## config.mk

```make
export PLATFORM = sky130hd
export DESIGN_NAME = weather_alert_decoder
export DESIGN_NICKNAME = d
export VERILOG_FILES = /design/src/rtl/nwr_pkg.sv /design/src/rtl/tone_detect.sv /design/src/rtl/fifo2.sv /design/src/rtl/weather_alert_decoder.sv
export SDC_FILE = /design/constraint.sdc
export NUM_CORES = 1
export LEC_CHECK = 0
export CAP_MARGIN = 20
export CORE_UTILIZATION = 44
export DETAILED_ROUTE_END_ITERATION = 10
export DONT_BUFFER_PORTS = 1
export HOLD_SLACK_MARGIN = 0.08
export PLACE_DENSITY = 0.69
export RECOVER_POWER = 25
export SLEW_MARGIN = 10
export SYNTH_ARGS = -nofsm -noshare
export SYNTH_HDL_FRONTEND = slang
export SYNTH_SLANG_ARGS = --single-unit
```

## constraint.sdc

```tcl
create_clock -name clk_i -period 2.77 [get_ports clk_i]
set_clock_uncertainty 0.15 [all_clocks]
set_input_delay 0.1385 -clock clk_i [delete_from_list [all_inputs] [get_ports clk_i]]
set_output_delay 0.1385 -clock clk_i [all_outputs]
set_load 0.005 [all_outputs]
```

## src/rtl/nwr_pkg.sv

```systemverilog
package nwr_pkg;
    // Clock and bit timing
    localparam int CLK_HZ = 40_000_000;
    localparam int BIT_US = 1920;
    localparam int BIT_CYC = BIT_US * (CLK_HZ / 1_000_000);
    // Tone frequencies in milli-hertz
    localparam longint ZERO_MHZ = 1562500;
    localparam longint ONE_MHZ = 2083300;
    localparam longint TONE_MHZ = 1050000;
    localparam int ZERO_PER = int'(longint'(CLK_HZ) * 1000 / ZERO_MHZ);
    localparam int ONE_PER = int'(longint'(CLK_HZ) * 1000 / ONE_MHZ);
    localparam int TONE_PER = int'(longint'(CLK_HZ) * 1000 / TONE_MHZ);
    // Acceptance windows
    localparam int AFSK_LO_PCT = 75;
    localparam int AFSK_HI_PCT = 125;
    localparam int TONE_TOL_PCT = 1;
    localparam int TONE_MIN_MS = 1000;
    localparam int TONE_PERIODS = int'(TONE_MIN_MS * TONE_MHZ / 1_000_000);
    // Register addresses
    localparam logic [7:0] ADDR_WDATA = 8'hBB;
    localparam logic [7:0] ADDR_MODE = 8'hC1;
    localparam logic [7:0] ADDR_STATUS = 8'hC6;
    localparam logic [7:0] ADDR_MODEM = 8'hC7;
    localparam logic [7:0] ADDR_MASK = 8'hCE;
    // Field positions
    localparam int MODE_NWR_EN = 12;
    localparam int MODE_IN_SEL = 13;
    localparam int MODEM_DATA_EN = 12;
    localparam int STAT_NWR_IRQ = 14;
    localparam int MASK_NWR = 14;
    // Serial frame
    localparam logic [4:0] SER_ADDR_LAST = 5'h07;
    localparam logic [4:0] SER_DATA_LAST = 5'h17;
    localparam logic [4:0] SER_END = 5'h18;
    // Message framing
    localparam logic [7:0] PRE_BYTE = 8'hAB;
    localparam logic [4:0] PRE_BYTES = 5'h10;
    localparam logic [2:0] HDR_LEN = 3'h4;
    localparam logic [31:0] START_CODE = 32'h5A435A43;
    localparam logic [31:0] EOM_CODE = 32'h4E4E4E4E;

    typedef enum {ST_SEARCH, ST_HEADER, ST_DATA} rx_state_t;

    // Weather status/data register layout
    typedef struct packed {
        logic tone;
        logic eom;
        logic start;
        logic [4:0] rsv;
        logic [7:0] data;
    } wdata_t;
endpackage : nwr_pkg

```

## src/rtl/tone_detect.sv

```systemverilog
`timescale 1ns/100ps
module tone_detect #(
    parameter int PER = nwr_pkg::TONE_PER,
    parameter int TOL = nwr_pkg::TONE_PER / 100,
    parameter int NEED = nwr_pkg::TONE_PERIODS
) (
    input wire logic clk_i,
    input wire logic rst_i,
    input wire logic en_i,
    input wire logic edge_i,
    output logic tone_o
);
    localparam int CW = $clog2(PER + TOL + 2);
    localparam int GW = $clog2(NEED + 1);
    localparam logic [CW-1:0] LO = CW'(PER - TOL);
    localparam logic [CW-1:0] HI = CW'(PER + TOL);
    localparam logic [CW-1:0] SAT = CW'(PER + TOL + 1);
    logic [CW-1:0] cnt_ff;
    logic [GW-1:0] good_ff;

    // Period counter between rising edges, saturating; the edge cycle
    // counts as one so that a full period reads back as PER
    always_ff @(posedge clk_i) begin
        if (rst_i || !en_i) begin
            cnt_ff <= '0;
        end else if (edge_i) begin
            cnt_ff <= CW'(1);
        end else if (cnt_ff != SAT) begin
            cnt_ff <= cnt_ff + 1'b1;
        end
    end

    // Count consecutive periods inside the tone window
    always_ff @(posedge clk_i) begin
        if (rst_i || !en_i) begin
            good_ff <= '0;
        end else if (edge_i) begin
            if (cnt_ff >= LO && cnt_ff <= HI) begin
                if (good_ff != GW'(NEED)) begin
                    good_ff <= good_ff + 1'b1;
                end
            end else begin
                good_ff <= '0;
            end
        end else if (cnt_ff == SAT) begin
            good_ff <= '0; // Tone lost
        end
    end

    assign tone_o = (good_ff == GW'(NEED));
endmodule : tone_detect

```

## src/rtl/fifo2.sv

```systemverilog
`timescale 1ns/100ps
module fifo2 #(
    parameter int W = 8,
    parameter int DEPTH = 2
) (
    input wire logic clk_i,
    input wire logic rst_i,
    input wire logic in_valid_i,
    input wire logic [W-1:0] in_data_i,
    output logic in_ready_o,
    output logic out_valid_o,
    output logic [W-1:0] out_data_o,
    input wire logic out_ready_i
);
    localparam int AW = (DEPTH > 1) ? $clog2(DEPTH) : 1;
    localparam int CW = $clog2(DEPTH + 1);
    logic [W-1:0] mem_ff [DEPTH];
    logic [AW-1:0] wp_ff;
    logic [AW-1:0] rp_ff;
    logic [CW-1:0] cnt_ff;
    logic push;
    logic pop;

    assign in_ready_o = (cnt_ff != CW'(DEPTH));
    assign out_valid_o = (cnt_ff != '0);
    assign out_data_o = mem_ff[rp_ff];
    assign push = in_valid_i && in_ready_o;
    assign pop = out_valid_o && out_ready_i;

    // Storage write
    always_ff @(posedge clk_i) begin
        if (push) begin
            mem_ff[wp_ff] <= in_data_i;
        end
    end

    // Pointers and fill level
    always_ff @(posedge clk_i) begin
        if (rst_i) begin
            wp_ff <= '0;
            rp_ff <= '0;
            cnt_ff <= '0;
        end else begin
            if (push) begin
                wp_ff <= (wp_ff == AW'(DEPTH - 1)) ? '0 : wp_ff + 1'b1;
            end
            if (pop) begin
                rp_ff <= (rp_ff == AW'(DEPTH - 1)) ? '0 : rp_ff + 1'b1;
            end
            if (push && !pop) begin
                cnt_ff <= cnt_ff + 1'b1;
            end else if (pop && !push) begin
                cnt_ff <= cnt_ff - 1'b1;
            end
        end
    end
endmodule : fifo2

```

## src/rtl/weather_alert_decoder.sv

```systemverilog
`timescale 1ns/100ps
module weather_alert_decoder #(
    parameter int BIT_CYC_P = nwr_pkg::BIT_CYC,
    parameter int ZERO_PER_P = nwr_pkg::ZERO_PER,
    parameter int ONE_PER_P = nwr_pkg::ONE_PER,
    parameter int TONE_PER_P = nwr_pkg::TONE_PER,
    parameter int TONE_PERIODS_P = nwr_pkg::TONE_PERIODS
) (
    input wire logic clk_i,
    input wire logic rst_i,
    input wire logic sig1_i,
    input wire logic sig2_i,
    input wire logic csn_i,
    input wire logic sclk_i,
    input wire logic cdata_i,
    output logic reply_o,
    output logic irq_n_o
);
    import nwr_pkg::*;

    localparam int PW = $clog2(ZERO_PER_P * AFSK_HI_PCT / 100 + 2);
    localparam int BW = $clog2(BIT_CYC_P);
    localparam logic [PW-1:0] AFSK_MID = PW'((ZERO_PER_P + ONE_PER_P) / 2);
    localparam logic [PW-1:0] AFSK_LO = PW'(ONE_PER_P * AFSK_LO_PCT / 100);
    localparam logic [PW-1:0] AFSK_HI = PW'(ZERO_PER_P * AFSK_HI_PCT / 100);
    localparam logic [PW-1:0] PER_SAT = AFSK_HI + 1'b1;
    localparam logic [BW-1:0] BIT_LAST = BW'(BIT_CYC_P - 1);
    localparam logic [BW-1:0] BIT_MID = BW'(BIT_CYC_P / 2);

    // Serial port state
    logic sclk_q_ff;
    logic [4:0] scnt_ff;
    logic [22:0] ssh_ff;
    logic [7:0] addr_ff;
    logic [15:0] rsh_ff;
    logic reply_ff;
    logic irq_n_ff;
    logic s_rise;
    logic s_fall;
    logic addr_done;
    logic wr_done;
    logic [7:0] addr_w;
    logic [15:0] wr_data;
    logic [15:0] stat_w;
    // Control and status
    logic nwr_en_ff;
    logic in_sel_ff;
    logic mask_ff;
    logic data_en_ff;
    logic status_irq_ff;
    wdata_t wd_ff;
    // Demodulator
    logic sig_w;
    logic sig_q_ff;
    logic edge_w;
    logic [PW-1:0] per_ff;
    logic carrier_ff;
    logic demod_ff;
    logic demod_q_ff;
    logic [BW-1:0] ph_ff;
    logic bit_stb;
    logic tone_w;
    logic tone_q_ff;
    // Framing
    rx_state_t state_ff;
    logic [7:0] win_ff;
    logic [2:0] bcnt_ff;
    logic [4:0] pre_ff;
    logic [2:0] hcnt_ff;
    logic [31:0] hdr_ff;
    logic [7:0] nwin;
    logic [2:0] nb;
    logic [31:0] hdr_word;
    logic hdr_skip;
    logic pre_found;
    logic byte_push;
    logic hdr_done;
    logic start_hit;
    logic eom_hit;
    logic irq_evt;
    logic rd_wdata;
    logic rd_status;
    // Byte path
    logic byte_vld_ff;
    logic [7:0] byte_ff;
    logic in_rdy;
    logic out_vld;
    logic [7:0] out_byte;
    logic out_rdy;

    // Serial edge and frame decode
    assign s_rise = sclk_i && !sclk_q_ff && !csn_i;
    assign s_fall = !sclk_i && sclk_q_ff && !csn_i;
    assign addr_done = s_rise && (scnt_ff == SER_ADDR_LAST);
    assign wr_done = s_rise && (scnt_ff == SER_DATA_LAST);
    assign addr_w = {ssh_ff[6:0], cdata_i};
    assign wr_data = {ssh_ff[14:0], cdata_i};
    assign rd_wdata = addr_done && (addr_w == ADDR_WDATA);
    assign rd_status = addr_done && (addr_w == ADDR_STATUS);

    // Status word for reads
    always_comb begin
        stat_w = '0;
        stat_w[STAT_NWR_IRQ] = status_irq_ff;
    end

    always_ff @(posedge clk_i) begin
        if (rst_i) begin
            sclk_q_ff <= 1'b0;
        end else begin
            sclk_q_ff <= sclk_i;
        end
    end

    // Shift in address then write data, MSB first
    always_ff @(posedge clk_i) begin
        if (rst_i || csn_i) begin
            scnt_ff <= '0;
            ssh_ff <= '0;
        end else if (s_rise && scnt_ff != SER_END) begin
            ssh_ff <= {ssh_ff[21:0], cdata_i};
            scnt_ff <= scnt_ff + 1'b1;
        end
    end

    always_ff @(posedge clk_i) begin
        if (rst_i) begin
            addr_ff <= '0;
        end else if (addr_done) begin
            addr_ff <= addr_w;
        end
    end

    // Read snapshot at address end, shifted out on falling clock
    always_ff @(posedge clk_i) begin
        if (rst_i || csn_i) begin
            rsh_ff <= '0;
            reply_ff <= 1'b0;
        end else if (addr_done) begin
            if (addr_w == ADDR_WDATA) begin
                rsh_ff <= wd_ff;
            end else if (addr_w == ADDR_STATUS) begin
                rsh_ff <= stat_w;
            end else begin
                rsh_ff <= '0;
            end
        end else if (s_fall && scnt_ff > SER_ADDR_LAST) begin
            reply_ff <= rsh_ff[15];
            rsh_ff <= {rsh_ff[14:0], 1'b0};
        end
    end

    // Mode control and interrupt mask writes
    always_ff @(posedge clk_i) begin
        if (rst_i) begin
            nwr_en_ff <= 1'b0;
            in_sel_ff <= 1'b0;
            mask_ff <= 1'b0;
        end else if (wr_done) begin
            if (addr_ff == ADDR_MODE) begin
                nwr_en_ff <= wr_data[MODE_NWR_EN];
                in_sel_ff <= wr_data[MODE_IN_SEL];
            end else if (addr_ff == ADDR_MASK) begin
                mask_ff <= wr_data[MASK_NWR];
            end
        end
    end

    // Data-output enable: self-set wins over a host write
    always_ff @(posedge clk_i) begin
        if (rst_i) begin
            data_en_ff <= 1'b0;
        end else if (start_hit) begin
            data_en_ff <= 1'b1;
        end else if (wr_done && addr_ff == ADDR_MODEM) begin
            data_en_ff <= wr_data[MODEM_DATA_EN];
        end
    end

    // Input select and rising edges
    assign sig_w = in_sel_ff ? sig2_i : sig1_i;
    assign edge_w = sig_w && !sig_q_ff;

    always_ff @(posedge clk_i) begin
        if (rst_i) begin
            sig_q_ff <= 1'b0;
            tone_q_ff <= 1'b0;
            demod_q_ff <= 1'b0;
        end else begin
            sig_q_ff <= sig_w;
            tone_q_ff <= tone_w;
            demod_q_ff <= demod_ff;
        end
    end

    // Period measure and tone-to-bit decision
    always_ff @(posedge clk_i) begin
        if (rst_i || edge_w) begin
            per_ff <= '0;
        end else if (per_ff != PER_SAT) begin
            per_ff <= per_ff + 1'b1;
        end
    end

    always_ff @(posedge clk_i) begin
        if (rst_i) begin
            carrier_ff <= 1'b0;
            demod_ff <= 1'b0;
        end else if (edge_w) begin
            carrier_ff <= (per_ff >= AFSK_LO) && (per_ff <= AFSK_HI);
            demod_ff <= (per_ff < AFSK_MID);
        end else if (per_ff == PER_SAT) begin
            carrier_ff <= 1'b0;
        end
    end

    // Bit clock recovery, restarted on each bit transition
    always_ff @(posedge clk_i) begin
        if (rst_i || !carrier_ff || demod_ff != demod_q_ff) begin
            ph_ff <= '0;
        end else if (ph_ff == BIT_LAST) begin
            ph_ff <= '0;
        end else begin
            ph_ff <= ph_ff + 1'b1;
        end
    end

    assign bit_stb = carrier_ff && nwr_en_ff && (ph_ff == BIT_MID);

    tone_detect #(
        .PER(TONE_PER_P),
        .TOL(TONE_PER_P * TONE_TOL_PCT / 100),
        .NEED(TONE_PERIODS_P)
    ) u_tone (
        .clk_i(clk_i),
        .rst_i(rst_i),
        .en_i(nwr_en_ff),
        .edge_i(edge_w),
        .tone_o(tone_w)
    );

    // Framing events
    assign nwin = {demod_ff, win_ff[7:1]};
    assign nb = bcnt_ff + 1'b1;
    assign hdr_word = {hdr_ff[23:0], nwin};
    assign hdr_skip = (hcnt_ff == '0) && (nwin == PRE_BYTE);
    assign pre_found = bit_stb && state_ff == ST_SEARCH && !data_en_ff
        && nwin == PRE_BYTE && pre_ff == PRE_BYTES - 1'b1;
    assign byte_push = bit_stb && nb == '0
        && ((state_ff == ST_HEADER && !hdr_skip)
        || (state_ff == ST_DATA && data_en_ff));
    assign hdr_done = byte_push && state_ff == ST_HEADER
        && hcnt_ff == HDR_LEN - 1'b1;
    assign start_hit = hdr_done && hdr_word == START_CODE;
    assign eom_hit = hdr_done && hdr_word == EOM_CODE;
    assign irq_evt = pre_found || byte_push || (tone_w && !tone_q_ff);

    // Sync search, header check and data output
    always_ff @(posedge clk_i) begin
        if (rst_i || !nwr_en_ff) begin
            state_ff <= ST_SEARCH;
            win_ff <= '0;
            bcnt_ff <= '0;
            pre_ff <= '0;
            hcnt_ff <= '0;
            hdr_ff <= '0;
        end else begin
            case (state_ff)
                ST_SEARCH: begin
                    if (data_en_ff) begin
                        state_ff <= ST_DATA;
                    end else if (bit_stb) begin
                        win_ff <= nwin;
                        if (nwin == PRE_BYTE) begin
                            bcnt_ff <= '0;
                            if (pre_found) begin
                                state_ff <= ST_HEADER;
                                pre_ff <= '0;
                                hcnt_ff <= '0;
                            end else if (nb == '0 && pre_ff != '0) begin
                                pre_ff <= pre_ff + 1'b1;
                            end else begin
                                pre_ff <= 5'h01;
                            end
                        end else begin
                            bcnt_ff <= nb;
                            if (nb == '0) begin
                                pre_ff <= '0;
                            end
                        end
                    end
                end
                ST_HEADER: begin
                    if (bit_stb) begin
                        win_ff <= nwin;
                        bcnt_ff <= nb;
                        if (nb == '0 && !hdr_skip) begin
                            hdr_ff <= hdr_word;
                            hcnt_ff <= hcnt_ff + 1'b1;
                            if (nwin[7]) begin
                                state_ff <= ST_SEARCH;
                            end else if (hcnt_ff == HDR_LEN - 1'b1) begin
                                // End code or junk re-arms the search
                                state_ff <= start_hit ? ST_DATA : ST_SEARCH;
                            end
                        end
                    end
                end
                default: begin
                    if (!data_en_ff) begin
                        state_ff <= ST_SEARCH;
                        pre_ff <= '0;
                    end else if (bit_stb) begin
                        win_ff <= nwin;
                        bcnt_ff <= nb;
                    end
                end
            endcase
        end
    end

    // Byte holding stage in front of the buffer
    always_ff @(posedge clk_i) begin
        if (rst_i) begin
            byte_vld_ff <= 1'b0;
            byte_ff <= '0;
        end else if (byte_push) begin
            byte_vld_ff <= 1'b1;
            byte_ff <= nwin;
        end else if (in_rdy) begin
            byte_vld_ff <= 1'b0;
        end
    end

    // Hold the data field steady while it is being shifted out
    assign out_rdy = !(!csn_i && addr_ff == ADDR_WDATA
        && scnt_ff > SER_ADDR_LAST);

    fifo2 #(
        .W(8),
        .DEPTH(2)
    ) u_buf (
        .clk_i(clk_i),
        .rst_i(rst_i),
        .in_valid_i(byte_vld_ff),
        .in_data_i(byte_ff),
        .in_ready_o(in_rdy),
        .out_valid_o(out_vld),
        .out_data_o(out_byte),
        .out_ready_i(out_rdy)
    );

    // Weather status/data register
    always_ff @(posedge clk_i) begin
        if (rst_i) begin
            wd_ff <= '0;
        end else begin
            wd_ff.tone <= tone_w;
            if (start_hit) begin
                wd_ff.start <= 1'b1;
            end else if (rd_wdata) begin
                wd_ff.start <= 1'b0;
            end
            if (eom_hit) begin
                wd_ff.eom <= 1'b1;
            end else if (rd_wdata) begin
                wd_ff.eom <= 1'b0;
            end
            if (out_vld && out_rdy) begin
                wd_ff.data <= out_byte;
            end
        end
    end

    // Interrupt flag: set wins over clear on status read
    always_ff @(posedge clk_i) begin
        if (rst_i) begin
            status_irq_ff <= 1'b0;
            irq_n_ff <= 1'b1;
        end else begin
            if (irq_evt && mask_ff) begin
                status_irq_ff <= 1'b1;
            end else if (rd_status) begin
                status_irq_ff <= 1'b0;
            end
            irq_n_ff <= !status_irq_ff;
        end
    end

    assign reply_o = reply_ff;
    assign irq_n_o = irq_n_ff;

    // Checks
    a_tone_enable: assert property (@(posedge clk_i) disable iff (rst_i)
        !nwr_en_ff |=> !tone_w)
        else $error("tone seen while decoder disabled");
    a_pre_irq: assert property (@(posedge clk_i) disable iff (rst_i)
        pre_found && mask_ff |=> status_irq_ff && state_ff == ST_HEADER)
        else $error("preamble did not raise interrupt");
    a_start_auto: assert property (@(posedge clk_i) disable iff (rst_i)
        start_hit |=> data_en_ff && wd_ff.start && state_ff == ST_DATA)
        else $error("start header did not enter data mode");
    a_eom_search: assert property (@(posedge clk_i) disable iff (rst_i)
        eom_hit && !data_en_ff |=> state_ff == ST_SEARCH && !data_en_ff)
        else $error("end header left search mode");
    a_search_quiet: assert property (@(posedge clk_i) disable iff (rst_i)
        state_ff == ST_SEARCH |-> !byte_push)
        else $error("byte output during sync search");
    a_data_leave: assert property (@(posedge clk_i) disable iff (rst_i)
        state_ff == ST_DATA && !data_en_ff && nwr_en_ff
        |=> state_ff == ST_SEARCH)
        else $error("search not re-armed");
    a_bit7_abort: assert property (@(posedge clk_i) disable iff (rst_i)
        byte_push && state_ff == ST_HEADER && nwin[7] |=> state_ff == ST_SEARCH)
        else $error("eighth bit set accepted in header");
    a_stop_write: assert property (@(posedge clk_i) disable iff (rst_i)
        wr_done && addr_ff == ADDR_MODEM && !wr_data[MODEM_DATA_EN]
        && !start_hit |=> !data_en_ff)
        else $error("data-output enable not cleared");
    a_phase_range: assert property (@(posedge clk_i) disable iff (rst_i)
        bit_stb |=> !bit_stb [*2])
        else $error("bit strobes too close");
    a_hold_data: assert property (@(posedge clk_i) disable iff (rst_i)
        !out_rdy |=> $stable(wd_ff.data))
        else $error("data changed during read");

    c_preamble: cover property (@(posedge clk_i) disable iff (rst_i) pre_found);
    c_start: cover property (@(posedge clk_i) disable iff (rst_i) start_hit);
    c_eom: cover property (@(posedge clk_i) disable iff (rst_i) eom_hit);
    c_tone: cover property (@(posedge clk_i) disable iff (rst_i) $rose(tone_w));
endmodule : weather_alert_decoder

```

==> results.yml <==
status:
  run_status: "finished, final reports clean"
sta:
  rsz0062_at_grt: "no"
  period_minus_slack_ns: 2.579
  fmax_mhz: 387.7
  relSlewSlack: 0.4373
  setup_violations: 0
  finalHoldViolCount: 0
  drv_slew: 0
  setup_tns_ns: 0
  worst_pin_slew_ns: 0.8440
  post-route-period-util: 0.9311
final_layout:
  num-fill-cells: 1868
  synthToLayoutAreaGrowth_pct: 10.78
  postLayoutCoreUtil: 0.5031
  diodes: 0
  final_nets: 1019
  layout_common_cells: "182 x dfxtp_1, 133 x nor2_1, 121 x nand2_1"
  layout_commonest_cell: "dfxtp_1"
  fin_cells: 1270
  final_layout_size_suffix_gt1_frac: 0.07264
routing:
  wl_per_cell_um: 13.74
  ant_nets: 0
  firstDrtPassIters: 4
  drc: 0
  vias: 6825
  drt_iter0_drc: 385
  wl_mm: 17.45
  via_per_inst: 5.374
global_route:
  grt_first_pass_wirelength_mm: 29.56
  grt_util_all_layers: 0.1780
  grt_max_degree: 48
  grt_overflow: 0
  grt_antenna_before_repair: 0
  grt_pass1_vias: 6239
clock_tree:
  cts_buffer_depth: 2
  worstSkewPairLatency_ns: 0.44
  htree_levels: 4
  cts_buffers: 17
  tritoncts: "done"
  clk_pin_slew_worst_paths_ns: 0.07
  cts-root-buf: "clkbuf_16"
  cts_sinks: 198
  cts-resized-gates: 0
  cts_setup_buffers: 0
floorplan:
  core_area_um2: 19650
  rows: 51
  die_y_um: 144.4
  fp.dieW_um: 144.4
  die_area_um2: 20860
  io_pins: 9
  initial_core_util: 0.4541
logic_synthesis:
  synthCells: 991
  seq_area_frac_synth: 0.4621
  ys_ff_latch: 198
  synth_top_flop_cell: "dfxtp_1"
  yosysWarnings: 0
  syn_area_um2: 8925
  async_reset_ff_frac: 0
  yosys.cell_types.count: 69
  synth_top_area_frac: 0.4082
  synthTopCellsByArea: "dfxtp_1 41%, mux2i_1 6.1%, nor2_1 5.6%, edfxtp_1 5.4%, nand2_1 5.1%"
  synth_nets: 1018
  synth_top_area_cell: "dfxtp_1"
  syn_area_per_cell_um2: 9.006
  synth_edf_count: 16
min_path:
  holdCritPathClass: "in2reg"
power:
  internal-power_mw: 4.309
  combPwrFrac: 0.056
  p_leak_nw: 3.300
  powerDensity_nw_per_um2: 576.8
  power.share.switching: 0.2444
  ir_drop_mv: 0.3148
  power_frac_clock: 0.412
  p_seq_frac: 0.532
  power_switching_mw: 1.394
setup_path:
  critPathMaxStageDelay_ns: 0.61
  crit_fanout: 15
  worstSetupPathType: "reg2reg"
  path_cells: "or3b_2 > dlygate4sd3_1 > a41oi_2 > buf_4 > nand2_1 > xnor2_1 > nor2_1"
  cp_slowest_cell: "dlygate4sd3_1"
  end_kind: "register"
  cp.arrival_ns: 2.73
  path_buf_inv: 2
  start_kind: "register"
  crit_family: "buffers and inverters"
  worstPathRequired_ns: 2.92
place:
  gp_congestion: 0.8404
  dp_hpwl_mm: 11.61
  portBuffers: 0
  dp.cells: 1229
job:
  max_cap_viol_count: 0
## cell families after synthesis
| kind of cell | after synthesis | synth area share |
|---|---|---|
| AOI/OAI and AO/OA | 155 | 0.1161 |
| xor gates and xnor gates | 50 | 0.04907 |
| adders and majority gates | 20 | 0.02804 |
| buffers and inverters | 73 | 0.03449 |
| DFF | 198 | 0.4621 |
| muxes | 54 | 0.06056 |
| and+or+nand+nor | 441 | 0.2497 |
## repair_timing
| item | CTS | global route |
|---|---|---|
| hold buffers | 9 | 0 |
| endpoints found under the setup margin | 0 | 0 |
| endpoints found under the hold margin | 101 | 0 |
## final cells by class
class | instances | area (um^2) | area share
tap | 265 | 331.6 | 0.03354
timing repair buffer | 31 | 271.5 | 0.02746
inverter | 24 | 90.09 | 0.009112
clock inverter | 13 | 112.6 | 0.01139
multi-input combinational | 720 | 4514 | 0.4566
sequential | 198 | 4124 | 0.4171
clock buffer | 19 | 442.9 | 0.04480
## synthesized netlist by cell type, drive strengths merged (3+ instances only)
master	count
buf	11
nand2	121
nor4b	7
a21oi	70
nand2b	10
nor3b	3
inv	24
nor4bb	4
o22ai	5
a211oi	11
mux2i	54
and4	6
or3	8
or4	6
and3	17
a2111oi	3
nand3	39
nand3b	8
nand4b	11
clkbuf	38
nor4	10
nor2	133
nor2b	7
o21ai	10
a31oi	18
o211ai	5
xnor2	23
and2	5
ha	20
nor3	13
o21a	3
nand4	20
o2111ai	3
dfxtp	182
xor2	27
edfxtp	16
a41oi	4
a311oi	9
## routing by layer
metal  wire [um]  global-route usage  part of all wire  vias up
li1            -                   -                 -     3532
met4         363             0.07645             0.021        0
met1        8771              0.2324              0.50     3190
met5           0                   0                 0        -
met2        7790              0.2819              0.45       77
met3         524             0.03940             0.030       26
## registers in the layout, indices dropped and copies added, names as in the netlist, 3 cells and up
| register | count |
|---|---|
| byte_ff | 8 |
| win_ff | 7 |
| ph_ff | 17 |
| bcnt_ff | 3 |
| pre_ff | 5 |
| per_ff | 15 |
| hcnt_ff | 3 |
| addr_ff | 8 |
| hdr_ff | 24 |
| u_buf.mem_ff | 16 |
| u_tone.cnt_ff | 16 |
| scnt_ff | 5 |
| u_tone.good_ff | 11 |
| rsh_ff | 16 |
| ssh_ff | 14 |
| wd_ff | 11 |
## per-stage QoR
stage	power, mW	hold WS (ns)	area, um^2	setup WS, ns
6_report	5.703	0.09930	9887	0.1909
5_1_grt	5.919	0.1407	9887	0.09182
4_1_cts	5.765	0.08568	9893	0.1950
3_5_place_dp	3.399	0.07136	9238	0.2831
3_3_place_gp	3.388	0.07005	9238	0.3123
2_1_floorplan	3.338	0.1167	8925	0.1670
## worst paths after layout
path	endpoint	slack, ns	depth (start not counted)	from
max reg2reg	scnt_ff[2]	0.19	7	sclk_q_ff
min	per_ff[1]	0.1	2	rst_i
min reg2reg	irq_n_o	0.30	1	status_irq_ff
max	scnt_ff[2]	0.19	7	sclk_q_ff
## power by group through the flow
stage / registers (mW) / logic (mW) / clock network (mW)
floorplan: 3.06 / 0.276 / 0
global placement: 3.10 / 0.293 / 0
detailed placement: 3.10 / 0.300 / 0
CTS: 3.03 / 0.324 / 2.41
global route: 3.04 / 0.369 / 2.51
finish: 3.03 / 0.320 / 2.35
No activity file was read; power rests on OpenSTA's default activity.
